<file path="config.mk">
export PLATFORM = sky130hd
export DESIGN_NAME = bsc_ctrl
export DESIGN_NICKNAME = d
export VERILOG_FILES = /design/src/common/bsc_pkg.sv /design/src/hdl/bsc_ctrl.sv
export VERILOG_INCLUDE_DIRS = /design/src /design/src/common
export SDC_FILE = /design/constraint.sdc
export NUM_CORES = 2
export LEC_CHECK = 0
export BUFFER_PORTS_ARGS = -buffer_cell sky130_fd_sc_hd__buf_2
export CORE_ASPECT_RATIO = 0.75
export CORE_MARGIN = 2
export CORE_UTILIZATION = 50
export CTS_CLUSTER_DIAMETER = 200
export DETAILED_ROUTE_END_ITERATION = 6
export PLACE_DENSITY = 0.69
export SYNTH_ARGS = -nofsm -noshare
export SYNTH_HDL_FRONTEND = slang
export SYNTH_SLANG_ARGS = --single-unit
</file>
<file path="constraint.sdc">
create_clock -name aclk -period 12.7 [get_ports aclk]
set_input_delay 2.54 -clock aclk [delete_from_list [all_inputs] [get_ports aclk]]
set_output_delay 2.54 -clock aclk [all_outputs]
set_load 0.05 [all_outputs]
</file>
<file path="src/common/bsc_cfg.svh">
// Constants for the blit setup controller: register map, fields, device offsets.
// Assumes a drawing engine reached through a four-phase register write port.
`ifndef BSC_CFG_SVH
`define BSC_CFG_SVH
`define BSC_IX_CTRL 4'h0
`define BSC_IX_STAT 4'h1
`define BSC_IX_SSTART 4'h2
`define BSC_IX_SEND 4'h3
`define BSC_IX_YSTEP 4'h4
`define BSC_IX_DX 4'h5
`define BSC_IX_YL 4'h6
`define BSC_IX_YTERM 4'h7
`define BSC_IX_PAT 4'h8
`define BSC_IX_POFF 4'h9
`define BSC_IX_SCAN 4'hA
`define BSC_IX_FOREGROUND_COLOUR 4'hB
`define BSC_IX_BACKGROUND_COLOUR 4'hC
`define BSC_C_GO 0
`define BSC_C_MODE 2:1
`define BSC_C_PW 5:4
`define BSC_C_MC 7:6
`define BSC_C_ATYPE 10:8
`define BSC_C_BOP 15:12
`define BSC_C_TRANSC 16
`define BSC_C_SGNZ 17
`define BSC_LO 15:0
`define BSC_HI 31:16
`define BSC_POFF_X 2:0
`define BSC_POFF_Y 10:8
`define BSC_S_DONE 1
`define BSC_OKAY 2'h0
`define BSC_SLVERR 2'h2
`define BSC_DEV_SEND 14'h1C00
`define BSC_DEV_SSTART 14'h1C04
`define BSC_DEV_YSTEP 14'h1C08
`define BSC_DEV_LEFT 14'h1C0C
`define BSC_DEV_RIGHT 14'h1C10
`define BSC_DEV_DEST_Y_START 14'h1C14
`define BSC_DEV_LEN 14'h1C18
`define BSC_DEV_SCAN 14'h1C1C
`define BSC_DEV_FOREGROUND_COLOUR 14'h1C20
`define BSC_DEV_BACKGROUND_COLOUR 14'h1C24
`define BSC_DEV_GO 14'h1D28
`define BSC_TRIG_HI 6'h1D
`define BSC_LAST_IDX 4'hA
`define BSC_PW8 2'h0
`define BSC_WIDTH_16BPP 2'h1
`define BSC_WIDTH_24BPP 2'h2
`define BSC_WIDTH_32BPP 2'h3
`define BSC_MC00 2'h0
`define BSC_RPL 3'h0
`define BSC_RASTER_ACCESS 3'h1
`define BSC_BLT_XY 4'h2
`define BSC_BLT_LIN 4'h7
`define BSC_OPCOD 4'h8
`define BSC_FAST_CODE 32'h040A600C
`define BSC_PAT_STEP 18'h00020
`define BSC_PEND8 3'h2
`define BSC_PEND16 3'h4
`define BSC_PEND32 3'h6
`define BSC_PEND24 18'h00007
`define BSC_M16 18'h0000F
`define BSC_M32 18'h0001F
`define BSC_M64 18'h0003F
`define BSC_M128 18'h0007F
`define BSC_CHIP 17:16
`define BSC_SLOT1 8'h08
`define BSC_SLOT2 8'h10
`define BSC_SLOT3 8'h18
`endif

</file>
<file path="src/common/bsc_pkg.sv">
// Types shared by the blit setup controller.
// Assumes nothing of its surroundings.
`default_nettype none
package bsc_pkg;
	typedef enum logic [1:0] {ST_IDLE, ST_CHECK, ST_WRITE, ST_WAIT} bsc_state_e;
	typedef enum logic [1:0] {MD_XY, MD_LIN, MD_PAT, MD_FAST} bsc_mode_e;
	typedef logic [17:0] bsc_addr_t;
endpackage
`default_nettype wire

</file>
<file path="src/hdl/bsc_ctrl.sv">
// Blit setup controller: AXI4-Lite order registers, setup checks, device loader.
// Assumes a device write port with a four-phase ack pin and a busy pin.
`timescale 1ns/1ns
`default_nettype none
`include "bsc_cfg.svh"
module bsc_ctrl
	import bsc_pkg::*;
(
	// Clock and reset
	input wire logic aclk,
	input wire logic aresetn,
	// AXI4-Lite write
	input wire logic [5:0] awaddr,
	input wire logic awvalid,
	output logic awready,
	input wire logic [31:0] wdata,
	input wire logic [3:0] wstrb,
	input wire logic wvalid,
	output logic wready,
	output logic [1:0] bresp,
	output logic bvalid,
	input wire logic bready,
	// AXI4-Lite read
	input wire logic [5:0] araddr,
	input wire logic arvalid,
	output logic arready,
	output logic [31:0] rdata,
	output logic [1:0] rresp,
	output logic rvalid,
	input wire logic rready,
	// Drawing engine register port
	output logic dev_wr_valid,
	output logic [13:0] dev_wr_addr,
	output logic [31:0] dev_wr_data,
	input wire logic dev_wr_ack,
	input wire logic dev_busy
);
	logic awready_q, wready_q, bvalid_q, arready_q, rvalid_q;
	logic [1:0] bresp_q, rresp_q;
	logic [31:0] rdata_q;
	logic aw_got_q, w_got_q;
	logic [5:0] aw_addr_q;
	logic [31:0] w_data_q;
	logic [3:0] w_strb_q;
	logic [31:0] cfg_q [0:12];
	logic done_q;
	logic [7:0] err_q;
	bsc_state_e st_q;
	logic [3:0] idx_q;
	logic sent_q;
	logic dev_wr_valid_q;
	logic [13:0] dev_wr_addr_q;
	logic [31:0] dev_wr_data_q;
	logic ack_m_q, ack_s_q, busy_m_q, busy_s_q;

	assign awready = awready_q;
	assign wready = wready_q;
	assign bvalid = bvalid_q;
	assign bresp = bresp_q;
	assign arready = arready_q;
	assign rvalid = rvalid_q;
	assign rresp = rresp_q;
	assign rdata = rdata_q;
	assign dev_wr_valid = dev_wr_valid_q;
	assign dev_wr_addr = dev_wr_addr_q;
	assign dev_wr_data = dev_wr_data_q;

	function automatic logic [31:0] merge(input logic [31:0] o, input logic [31:0] n,
		input logic [3:0] s);
		logic [31:0] r;
		r = o;
		for (int i = 0; i < 4; i++)
		begin
			if (s[i])
				r[i*8 +: 8] = n[i*8 +: 8];
		end
		return r;
	endfunction

	// Write address and data may arrive in either order
	wire aw_take = awvalid && awready_q;
	wire w_take = wvalid && wready_q;
	wire wr_do = aw_got_q && w_got_q && !bvalid_q;
	wire [3:0] wix = aw_addr_q[5:2];
	wire wr_map = wix <= `BSC_IX_BACKGROUND_COLOUR;
	wire go = wr_do && wix == `BSC_IX_CTRL && w_strb_q[0] && w_data_q[`BSC_C_GO];

	always_ff @(posedge aclk)
	begin
		if (!aresetn)
		begin
			aw_got_q <= 1'b0;
			w_got_q <= 1'b0;
			awready_q <= 1'b1;
			wready_q <= 1'b1;
			aw_addr_q <= 6'h00;
			w_data_q <= 32'h00000000;
			w_strb_q <= 4'h0;
		end
		else
		begin
			aw_got_q <= (aw_got_q || aw_take) && !wr_do;
			awready_q <= !((aw_got_q || aw_take) && !wr_do);
			w_got_q <= (w_got_q || w_take) && !wr_do;
			wready_q <= !((w_got_q || w_take) && !wr_do);
			if (aw_take)
				aw_addr_q <= awaddr;
			if (w_take)
			begin
				w_data_q <= wdata;
				w_strb_q <= wstrb;
			end
		end
	end

	always_ff @(posedge aclk)
	begin
		if (!aresetn)
		begin
			bvalid_q <= 1'b0;
			bresp_q <= `BSC_OKAY;
		end
		else if (wr_do)
		begin
			bvalid_q <= 1'b1;
			bresp_q <= wr_map ? `BSC_OKAY : `BSC_SLVERR;
		end
		else if (bready)
			bvalid_q <= 1'b0;
	end

	// Setup is frozen outside idle so the engine sees one consistent blit
	always_ff @(posedge aclk)
	begin
		if (!aresetn)
		begin
			for (int i = 0; i < 13; i++)
				cfg_q[i] <= 32'h00000000;
		end
		else if (wr_do && wr_map && wix != `BSC_IX_STAT && st_q == ST_IDLE)
			cfg_q[wix] <= merge(cfg_q[wix], w_data_q, w_strb_q)
				& ~(wix == `BSC_IX_CTRL ? 32'h00000001 : 32'h00000000);
	end

	wire [31:0] ctrl = cfg_q[`BSC_IX_CTRL];
	wire bsc_mode_e mode = bsc_mode_e'(ctrl[`BSC_C_MODE]);
	wire [1:0] pw = ctrl[`BSC_C_PW];
	wire [1:0] mc = ctrl[`BSC_C_MC];
	wire [2:0] atype = ctrl[`BSC_C_ATYPE];
	wire [3:0] bop = ctrl[`BSC_C_BOP];
	wire transc = ctrl[`BSC_C_TRANSC];
	wire pat = mode == MD_PAT;
	wire fast = mode == MD_FAST;
	wire bsc_addr_t pat_base = cfg_q[`BSC_IX_PAT][17:0];
	wire [2:0] pox = cfg_q[`BSC_IX_POFF][`BSC_POFF_X];
	wire [2:0] poy = cfg_q[`BSC_IX_POFF][`BSC_POFF_Y];
	// Source addresses are 18 bits; pattern start is derived here
	wire bsc_addr_t s_start = pat ? pat_base + {15'h0000, pox} + {10'h000, poy, 5'h00}
		: cfg_q[`BSC_IX_SSTART][17:0];
	logic [2:0] pend;
	always_comb
	begin
		case (pw)
			`BSC_PW8: pend = `BSC_PEND8;
			`BSC_WIDTH_16BPP: pend = `BSC_PEND16;
			default: pend = `BSC_PEND32;
		endcase
	end
	wire bsc_addr_t s_end = !pat ? cfg_q[`BSC_IX_SEND][17:0]
		: (pw == `BSC_WIDTH_24BPP ? s_start + `BSC_PEND24 : {s_start[17:3], s_start[2:0] + pend});
	wire bsc_addr_t s_step = pat ? `BSC_PAT_STEP : cfg_q[`BSC_IX_YSTEP][17:0];
	wire [15:0] left = cfg_q[`BSC_IX_DX][`BSC_LO];
	wire [15:0] right = cfg_q[`BSC_IX_DX][`BSC_HI];
	wire [15:0] lines = cfg_q[`BSC_IX_YL][`BSC_HI];
	wire [15:0] width = right - left + 16'h0001;
	wire [31:0] dst_px = width * lines;
	wire bsc_addr_t s_span = s_end - s_start;
	wire ytm = (pw == `BSC_PW8 || pw == `BSC_WIDTH_24BPP) || (mc != `BSC_MC00 && pw == `BSC_WIDTH_16BPP);
	wire bsc_addr_t dterm = {2'h0, left} + (ytm ? cfg_q[`BSC_IX_YTERM][17:0] : 18'h00000);
	logic [17:0] amask;
	always_comb
	begin
		case (pw)
			`BSC_WIDTH_16BPP: amask = mc == `BSC_MC00 ? `BSC_M32 : `BSC_M64;
			`BSC_WIDTH_32BPP: amask = mc == `BSC_MC00 ? `BSC_M16 : `BSC_M32;
			default: amask = mc == `BSC_MC00 ? `BSC_M64 : `BSC_M128;
		endcase
	end
	wire [7:0] plow = pat_base[7:0];
	wire [7:0] err_vec;
	assign err_vec[0] = !fast && atype != `BSC_RPL && atype != `BSC_RASTER_ACCESS;
	assign err_vec[1] = !fast && atype == `BSC_RPL && bop != 4'h0 && bop != 4'h3
		&& bop != 4'hC && bop != 4'hF;
	assign err_vec[2] = !fast && transc && pw == `BSC_WIDTH_24BPP;
	assign err_vec[3] = mode == MD_LIN ? {13'h0000, s_span} + 32'h00000001 != dst_px
		: (!pat && s_span != {2'h0, right - left});
	assign err_vec[4] = fast && (s_start & amask) != (dterm & amask);
	assign err_vec[5] = fast && s_start[`BSC_CHIP] != dterm[`BSC_CHIP];
	assign err_vec[6] = fast && mc[1];
	assign err_vec[7] = pat && (pw == `BSC_WIDTH_24BPP ? (plow != 8'h00 && plow != `BSC_SLOT2)
		: (plow != 8'h00 && plow != `BSC_SLOT1 && plow != `BSC_SLOT2
		&& !(plow == `BSC_SLOT3 && pw == `BSC_PW8)));

	// Direction defaults for linear and pattern sources
	wire sgnz = mode == MD_XY ? ctrl[`BSC_C_SGNZ] : 1'b1;
	wire [31:0] dwg = fast ? `BSC_FAST_CODE : {1'b0, transc, pat,
		mode == MD_LIN ? `BSC_BLT_LIN : `BSC_BLT_XY, 1'b0, 4'h0, bop, 1'b0, 1'b1, sgnz,
		5'h00, mode == MD_LIN, atype, `BSC_OPCOD};

	logic [13:0] dev_addr_d;
	logic [31:0] dev_data_d;
	always_comb
	begin
		dev_addr_d = `BSC_DEV_GO;
		dev_data_d = dwg;
		case (idx_q)
			4'h0: {dev_addr_d, dev_data_d} = {`BSC_DEV_SEND, 14'h0000, s_end};
			4'h1: {dev_addr_d, dev_data_d} = {`BSC_DEV_SSTART, 14'h0000, s_start};
			4'h2: {dev_addr_d, dev_data_d} = {`BSC_DEV_YSTEP, 14'h0000, s_step};
			4'h3: {dev_addr_d, dev_data_d} = {`BSC_DEV_LEFT, 16'h0000, left};
			4'h4: {dev_addr_d, dev_data_d} = {`BSC_DEV_RIGHT, 16'h0000, right};
			4'h5: {dev_addr_d, dev_data_d} = {`BSC_DEV_DEST_Y_START, 16'h0000,
				cfg_q[`BSC_IX_YL][`BSC_LO]};
			4'h6: {dev_addr_d, dev_data_d} = {`BSC_DEV_LEN, 16'h0000, lines};
			4'h7: {dev_addr_d, dev_data_d} = {`BSC_DEV_SCAN, cfg_q[`BSC_IX_SCAN]};
			4'h8: {dev_addr_d, dev_data_d} = {`BSC_DEV_FOREGROUND_COLOUR, cfg_q[`BSC_IX_FOREGROUND_COLOUR]};
			4'h9: {dev_addr_d, dev_data_d} = {`BSC_DEV_BACKGROUND_COLOUR, cfg_q[`BSC_IX_BACKGROUND_COLOUR]};
			default: {dev_addr_d, dev_data_d} = {`BSC_DEV_GO, dwg};
		endcase
	end

	// Pins are asynchronous to aclk
	always_ff @(posedge aclk)
	begin
		if (!aresetn)
			{ack_m_q, ack_s_q, busy_m_q, busy_s_q} <= 4'h0;
		else
		begin
			ack_m_q <= dev_wr_ack;
			ack_s_q <= ack_m_q;
			busy_m_q <= dev_busy;
			busy_s_q <= busy_m_q;
		end
	end

	// Four-phase writes; the trigger alias goes last and nothing follows until idle
	always_ff @(posedge aclk)
	begin
		if (!aresetn)
		begin
			st_q <= ST_IDLE;
			idx_q <= 4'h0;
			sent_q <= 1'b0;
			err_q <= 8'h00;
			dev_wr_valid_q <= 1'b0;
			dev_wr_addr_q <= 14'h0000;
			dev_wr_data_q <= 32'h00000000;
		end
		else
		begin
			case (st_q)
				ST_IDLE:
					if (go)
						st_q <= ST_CHECK;
				ST_CHECK:
				begin
					err_q <= err_vec;
					idx_q <= 4'h0;
					st_q <= err_vec != 8'h00 ? ST_IDLE : ST_WRITE;
				end
				ST_WRITE:
					if (!dev_wr_valid_q && !sent_q && !ack_s_q)
					begin
						dev_wr_valid_q <= 1'b1;
						dev_wr_addr_q <= dev_addr_d;
						dev_wr_data_q <= dev_data_d;
					end
					else if (dev_wr_valid_q && ack_s_q)
					begin
						dev_wr_valid_q <= 1'b0;
						sent_q <= 1'b1;
					end
					else if (sent_q && !ack_s_q)
					begin
						sent_q <= 1'b0;
						if (idx_q == `BSC_LAST_IDX)
							st_q <= ST_WAIT;
						else
							idx_q <= idx_q + 4'h1;
					end
				ST_WAIT:
					if (!busy_s_q)
						st_q <= ST_IDLE;
				default:
					st_q <= ST_IDLE;
			endcase
		end
	end

	// Set wins over a software clear in the same cycle
	wire done_set = st_q == ST_WAIT && !busy_s_q;
	wire done_clr = wr_do && wix == `BSC_IX_STAT && w_strb_q[0] && w_data_q[`BSC_S_DONE];
	always_ff @(posedge aclk)
	begin
		if (!aresetn)
			done_q <= 1'b0;
		else if (done_set)
			done_q <= 1'b1;
		else if (done_clr || go)
			done_q <= 1'b0;
	end

	wire [3:0] rix = araddr[5:2];
	wire [31:0] status = {22'h000000, err_q, done_q, st_q != ST_IDLE};
	always_ff @(posedge aclk)
	begin
		if (!aresetn)
		begin
			arready_q <= 1'b1;
			rvalid_q <= 1'b0;
			rdata_q <= 32'h00000000;
			rresp_q <= `BSC_OKAY;
		end
		else if (arvalid && arready_q)
		begin
			arready_q <= 1'b0;
			rvalid_q <= 1'b1;
			rresp_q <= rix <= `BSC_IX_BACKGROUND_COLOUR ? `BSC_OKAY : `BSC_SLVERR;
			rdata_q <= rix == `BSC_IX_STAT ? status
				: (rix <= `BSC_IX_BACKGROUND_COLOUR ? cfg_q[rix] : 32'h00000000);
		end
		else if (rvalid_q && rready)
		begin
			arready_q <= 1'b1;
			rvalid_q <= 1'b0;
		end
	end

	wire last_w = dev_wr_valid_q && idx_q == `BSC_LAST_IDX;
endmodule
`default_nettype wire

</file>
[Word level (Yosys, flattened, before mapping)]
Memory sizes are Yosys's and may differ from the RTL's. A register that Yosys moved wholly into a read port is not among the register bits.
Index checks and enable logic that the tools add are counted.
Operators by class
  reductions and logical operators: 83
  multiplexer cells: 68
  bitwise operators: 5
  magnitude comparators: 2
  $add $sub $neg: 10
  multipliers: 1
  equality and inequality tests: 40
Operator list (count)
  $pmux 32 s10: 1
  $mux 32: 3
  $mux 8: 12
  $mux 18: 5
  $pmux 9 s10: 1
  $logic_and 1x1->1: 42
  $and 18x18->18: 2
  $and 32x32->32: 1
  $mul 16x16->32: 1
  $ne 19x32->1: 1
  $not 1->32: 1
  $reduce_or 32->1: 1
  $mux 31: 1
  $mux 4: 7
  $mux 1: 21
  $add 18x1->19 const B: 1
  $add 16x18->18: 1
  $add 18x3->18: 1
  $add 18x3->18 const B: 1
  $add 18x8->18: 1
  $mux 2: 9
  $ne 18x16->1: 1
  $ne 18x18->1: 1
  $sub 18x18->18: 1
  42 further kinds: 92
Word-level totals
  output and inout bits: 88
  bits in registers: 152
  input bits: 57
  memory bits (writable): 416
  memories: 1
Memories
  cfg_q: words 13, bits a word 32, read ports 14, clocked after Yosys merged registers in 1, write ports 13, RTL line bsc_ctrl.sv:45  | logic [31:0] cfg_q [0:12];

[Longest topological paths before layout]
An unclocked memory read counts as a cell.
  depth after elaboration: 14
  gate-level depth with buffers: 37
  mapped depth without buffers: 36

[Least setup slack after synthesis]
No wires, ideal clock.
  path type: reg2reg
  start: memory cfg_q[5][0]
  end: register (tool-made name)
  setup slack: 3.629 ns
  buffers on the path: 1
  library setup time: 0.060 ns
  data arrival time: 9.011 ns
  stages on the path, launching flop included: 36
  clock period less this slack: 9.071 ns
  path through: edfxtp_1 > ha_1 > fa_1 > nand2b_1 > a21oi_1 > xor2_1 > nand3_1 > nor3_1 > nand3_1 > nor3_1 > and3_1 > nand3_1 > xnor2_1 > clkbuf_1 > nand2_1 > fa_1 > fa_1 > inv_1 > fa_1 > inv_1 > fa_1 > fa_1 > fa_1 > inv_1 > ha_1 > a21o_1 > a31oi_1 > a2bb2oi_1 > nand3_1 > xor2_1 > a2111oi_0 > nand4_1 > nor4_1 > nand4_1 > nor4_1 > a311o_1
RTL lines (RTL line)
  from (decl): bsc_ctrl.sv:45

==> impl_metrics.json <==
{
  "reg2reg_from": "cfg_q[5][22]",
  "critPathKind": "flip-flop to flip-flop",
  "hold_start": "busy_m_q",
  "numClockSinks": 656,
  "synth_flop_cell": "edfxtp_1",
  "viasPerCell": 6.56,
  "cts_tree": "yes",
  "rsz0062_at_grt": "false",
  "required_ns": 13.25,
  "track_usage_pct": 33.0,
  "final_antenna_net_count": 0,
  "maxSlewViolCount": 0,
  "io_pins": 145,
  "hold_viol_final": 0,
  "cp_slowest_cell": "xnor2_1",
  "drt_pre_antenna_iters": 6,
  "outcome": "finished clean",
  "cts_resized": 0,
  "grt-ovfl-total": 0,
  "wl_per_cell_um": 28.7,
  "hpwlAfterDp_um": 104000,
  "synth.avg_cell_area_sq_um": 11.3,
  "io_buffers": 132,
  "vias": 35700,
  "synthArstFlopShare_pct": 0,
  "ys_ff_latch": 656,
  "critical_path.max_fanout": 7,
  "synth_edf_count": 512,
  "route.detailed.drc": 0,
  "areaGrowthSynthToFinish_pct": 8.92,
  "worst_pin_slew_ns": 1.34,
  "skew_ns": 0.0366,
  "grt_max_degree": 96,
  "antenna_found_initial": 4,
  "netlist-cell-type-count": 104,
  "cts_hold_buf": 0,
  "crit_start": "cfg_q[5][22]",
  "wl_um": 156000,
  "grt_pass1_wl_um": 228000,
  "p_leak_nw": 19.0,
  "drive_above_1_share_pct": 16.6,
  "slew_headroom_pct": 8.26,
  "die-area_sq_um": 94100,
  "cts.clk_slew.worst_paths_ns": 0.08,
  "cp.arrival_ns": 12.17,
  "fmax_ghz": 0.0861,
  "cts_buffers": 57,
  "netlist_area_sq_um": 45800,
  "clk_path_buf_depth": 3,
  "ys_warn_count": 0,
  "fin_tns_setup_ns": 0,
  "p_per_area_nw_per_um2": 183,
  "post-cts-setup-buffers": 0,
  "start_kind": "flip-flop",
  "routabilityCongestion": 0.999,
  "layout_commonest_cell": "nor2_1",
  "insertion_delay_ns": 0.65,
  "vdd.ir_drop.worst_mv": 0.368,
  "end_kind": "flip-flop",
  "post-route-period-util_pct": 91.5,
  "min_period_ns": 11.62,
  "crit_top_cell": "fa_1",
  "syn_inst": 4052,
  "max_stage_delay_ns": 0.70,
  "final_util_pct": 54.7,
  "yosysSeqAreaShare_pct": 39.9,
  "final_cell_mix": "nor2_1 (537), edfxtp_1 (512), nand2_1 (338)",
  "start_util_pct": 50.2,
  "htreeDepth": 2,
  "die_h_um": 266,
  "drtIter0Drc": 5502,
  "placeableCoreArea_sq_um": 91200,
  "rows": 96,
  "die_x_um": 353,
  "nets": 4584,
  "setup_viol": 0,
  "hold_class": "flip-flop to flip-flop",
  "grt_pass1_vias": 34200,
  "maxCapViolations": 0,
  "cts_root_buf": "clkbuf_16"
}
cell families (layout without fill, tap and decap cells):
logic type               Yosys count  count (layout)  synth area share (%)
AND/OR/NAND/NOR                 1347            1347                  13.6
flip-flops                       656             656                  39.9
AO/OA/AOI/OAI                    605             605                  8.95
buffers and inverters            579             603                  5.01
multiplexers                     367             367                  16.8
adder cells (fa/ha/maj)          364             364                  13.2
XOR/XNOR                         133             133                  2.63
other                              1             141               0.00819
registers in the layout (all words and copies together) (netlist names), 4 cells and up, named ones only:
register     flops
aw_addr_q        4
w_data_q        32
dev_wr_data     32
idx_q            4
dev_wr_addr      6
rdata           32
err_q            8
w_strb_q         4
cfg_q          512
area by class of cell:
class                           count  area [sq um]
Antenna cell                        4          10.0
Clock buffer                       79          1610
Clock inverter                     29           254
Fill cell                        7666         41300
Inverter                          282          1060
Multi-Input combinational cell   2953         25800
Sequential cell                   656         18300
Tap cell                         1225          1530
Timing Repair Buffer              213          1300
per-stage QoR:
step | setup slack (ns) | hold WS, ns | power [mW] | instances | area (sq um)
floorplan | 3.63 | 0.412 | 6.19 | 4188 | 46300
global placement | 1.38 | 0.418 | 7.28 | 5329 | 48000
detailed placement | 1.37 | 0.425 | 7.29 | 5329 | 48000
CTS | 1.32 | 0.440 | 9.07 | 5437 | 49900
global route | 0.458 | 0.453 | 9.79 | 5437 | 49900
finish | 1.08 | 0.436 | 9.14 | 5441 | 49900
final timing paths:
check / to / slack [ns] / cells past startpoint
max: flip-flop / 1.08 / 31
min: busy_s_q / 0.44 / 1
max reg2reg: flip-flop / 1.08 / 31
min reg2reg: busy_s_q / 0.44 / 1
per-layer routing:
| layer | global-route usage, % | up-vias | routed length [um] | part of all wire, % |
|---|---|---|---|---|
| met5 | 0.615 | - | 111 | 0.071 |
| met4 | 13.4 | 6 | 7730 | 5.0 |
| met3 | 11.7 | 523 | 25000 | 16 |
| met2 | 46.4 | 2729 | 63800 | 41 |
| met1 | 46.5 | 17600 | 59400 | 38 |
| li1 | - | 14800 | - | - |
worst max-delay path: cells and delay by family (launching register included):
kind | cells | cell delay [ns]
buffers and inverters | 3 | 0.14
XOR/XNOR | 1 | 0.70
AND/OR/NAND/NOR | 7 | 1.94
adder cells (fa/ha/maj) | 8 | 3.89
flip-flops | 1 | 0.64
AO/OA/AOI/OAI | 12 | 4.19
synthesized netlist by cell type (7+ instances only):
cell type  count  area (sq um)
a211o_1       11          96.3
a211oi_1      32           240
a21o_1        25           188
a21oi_1      185           926
a221oi_1      14           123
a222oi_1      24           240
a22oi_1       55           413
a31oi_1       25           156
and2_1       177          1110
and3_1        17           106
buf_1         47           176
buf_2          8          40.0
buf_4         10          75.1
clkbuf_1     223           837
dfxtp_1      144          2880
edfxtp_1     512         15400
fa_1         198          3960
ha_1         166          2080
inv_1        281          1050
mux2i_1       42           420
mux4_2       320          7210
nand2_1      349          1310
nand2b_1      27           169
nand3_1       68           340
nand3b_1       9          67.6
nand4_1       21           131
nor2_1       538          2020
nor2b_1       14          87.6
nor3_1        48           240
nor4_1        15          93.8
o2111ai_1     10          87.6
o211ai_1      19           143
o21a_1        13          97.6
o21ai_0       88           440
o21ai_1        8          40.0
o31ai_1       13          97.6
or3_1         21           131
or4_1          7          52.6
xnor2_1       73           639
xor2_1        57           499
where the power goes:
| part | switching [mW] | total (mW) | internal [mW] | leakage [nW] |
|---|---|---|---|---|
| Sequential | 0.102 | 2.54 | 2.43 | 6.43 |
| Clock | 0.842 | 1.80 | 0.954 | 0.922 |
| Combinational | 2.85 | 4.81 | 1.96 | 11.7 |
(Power assumes the default switching activity.)
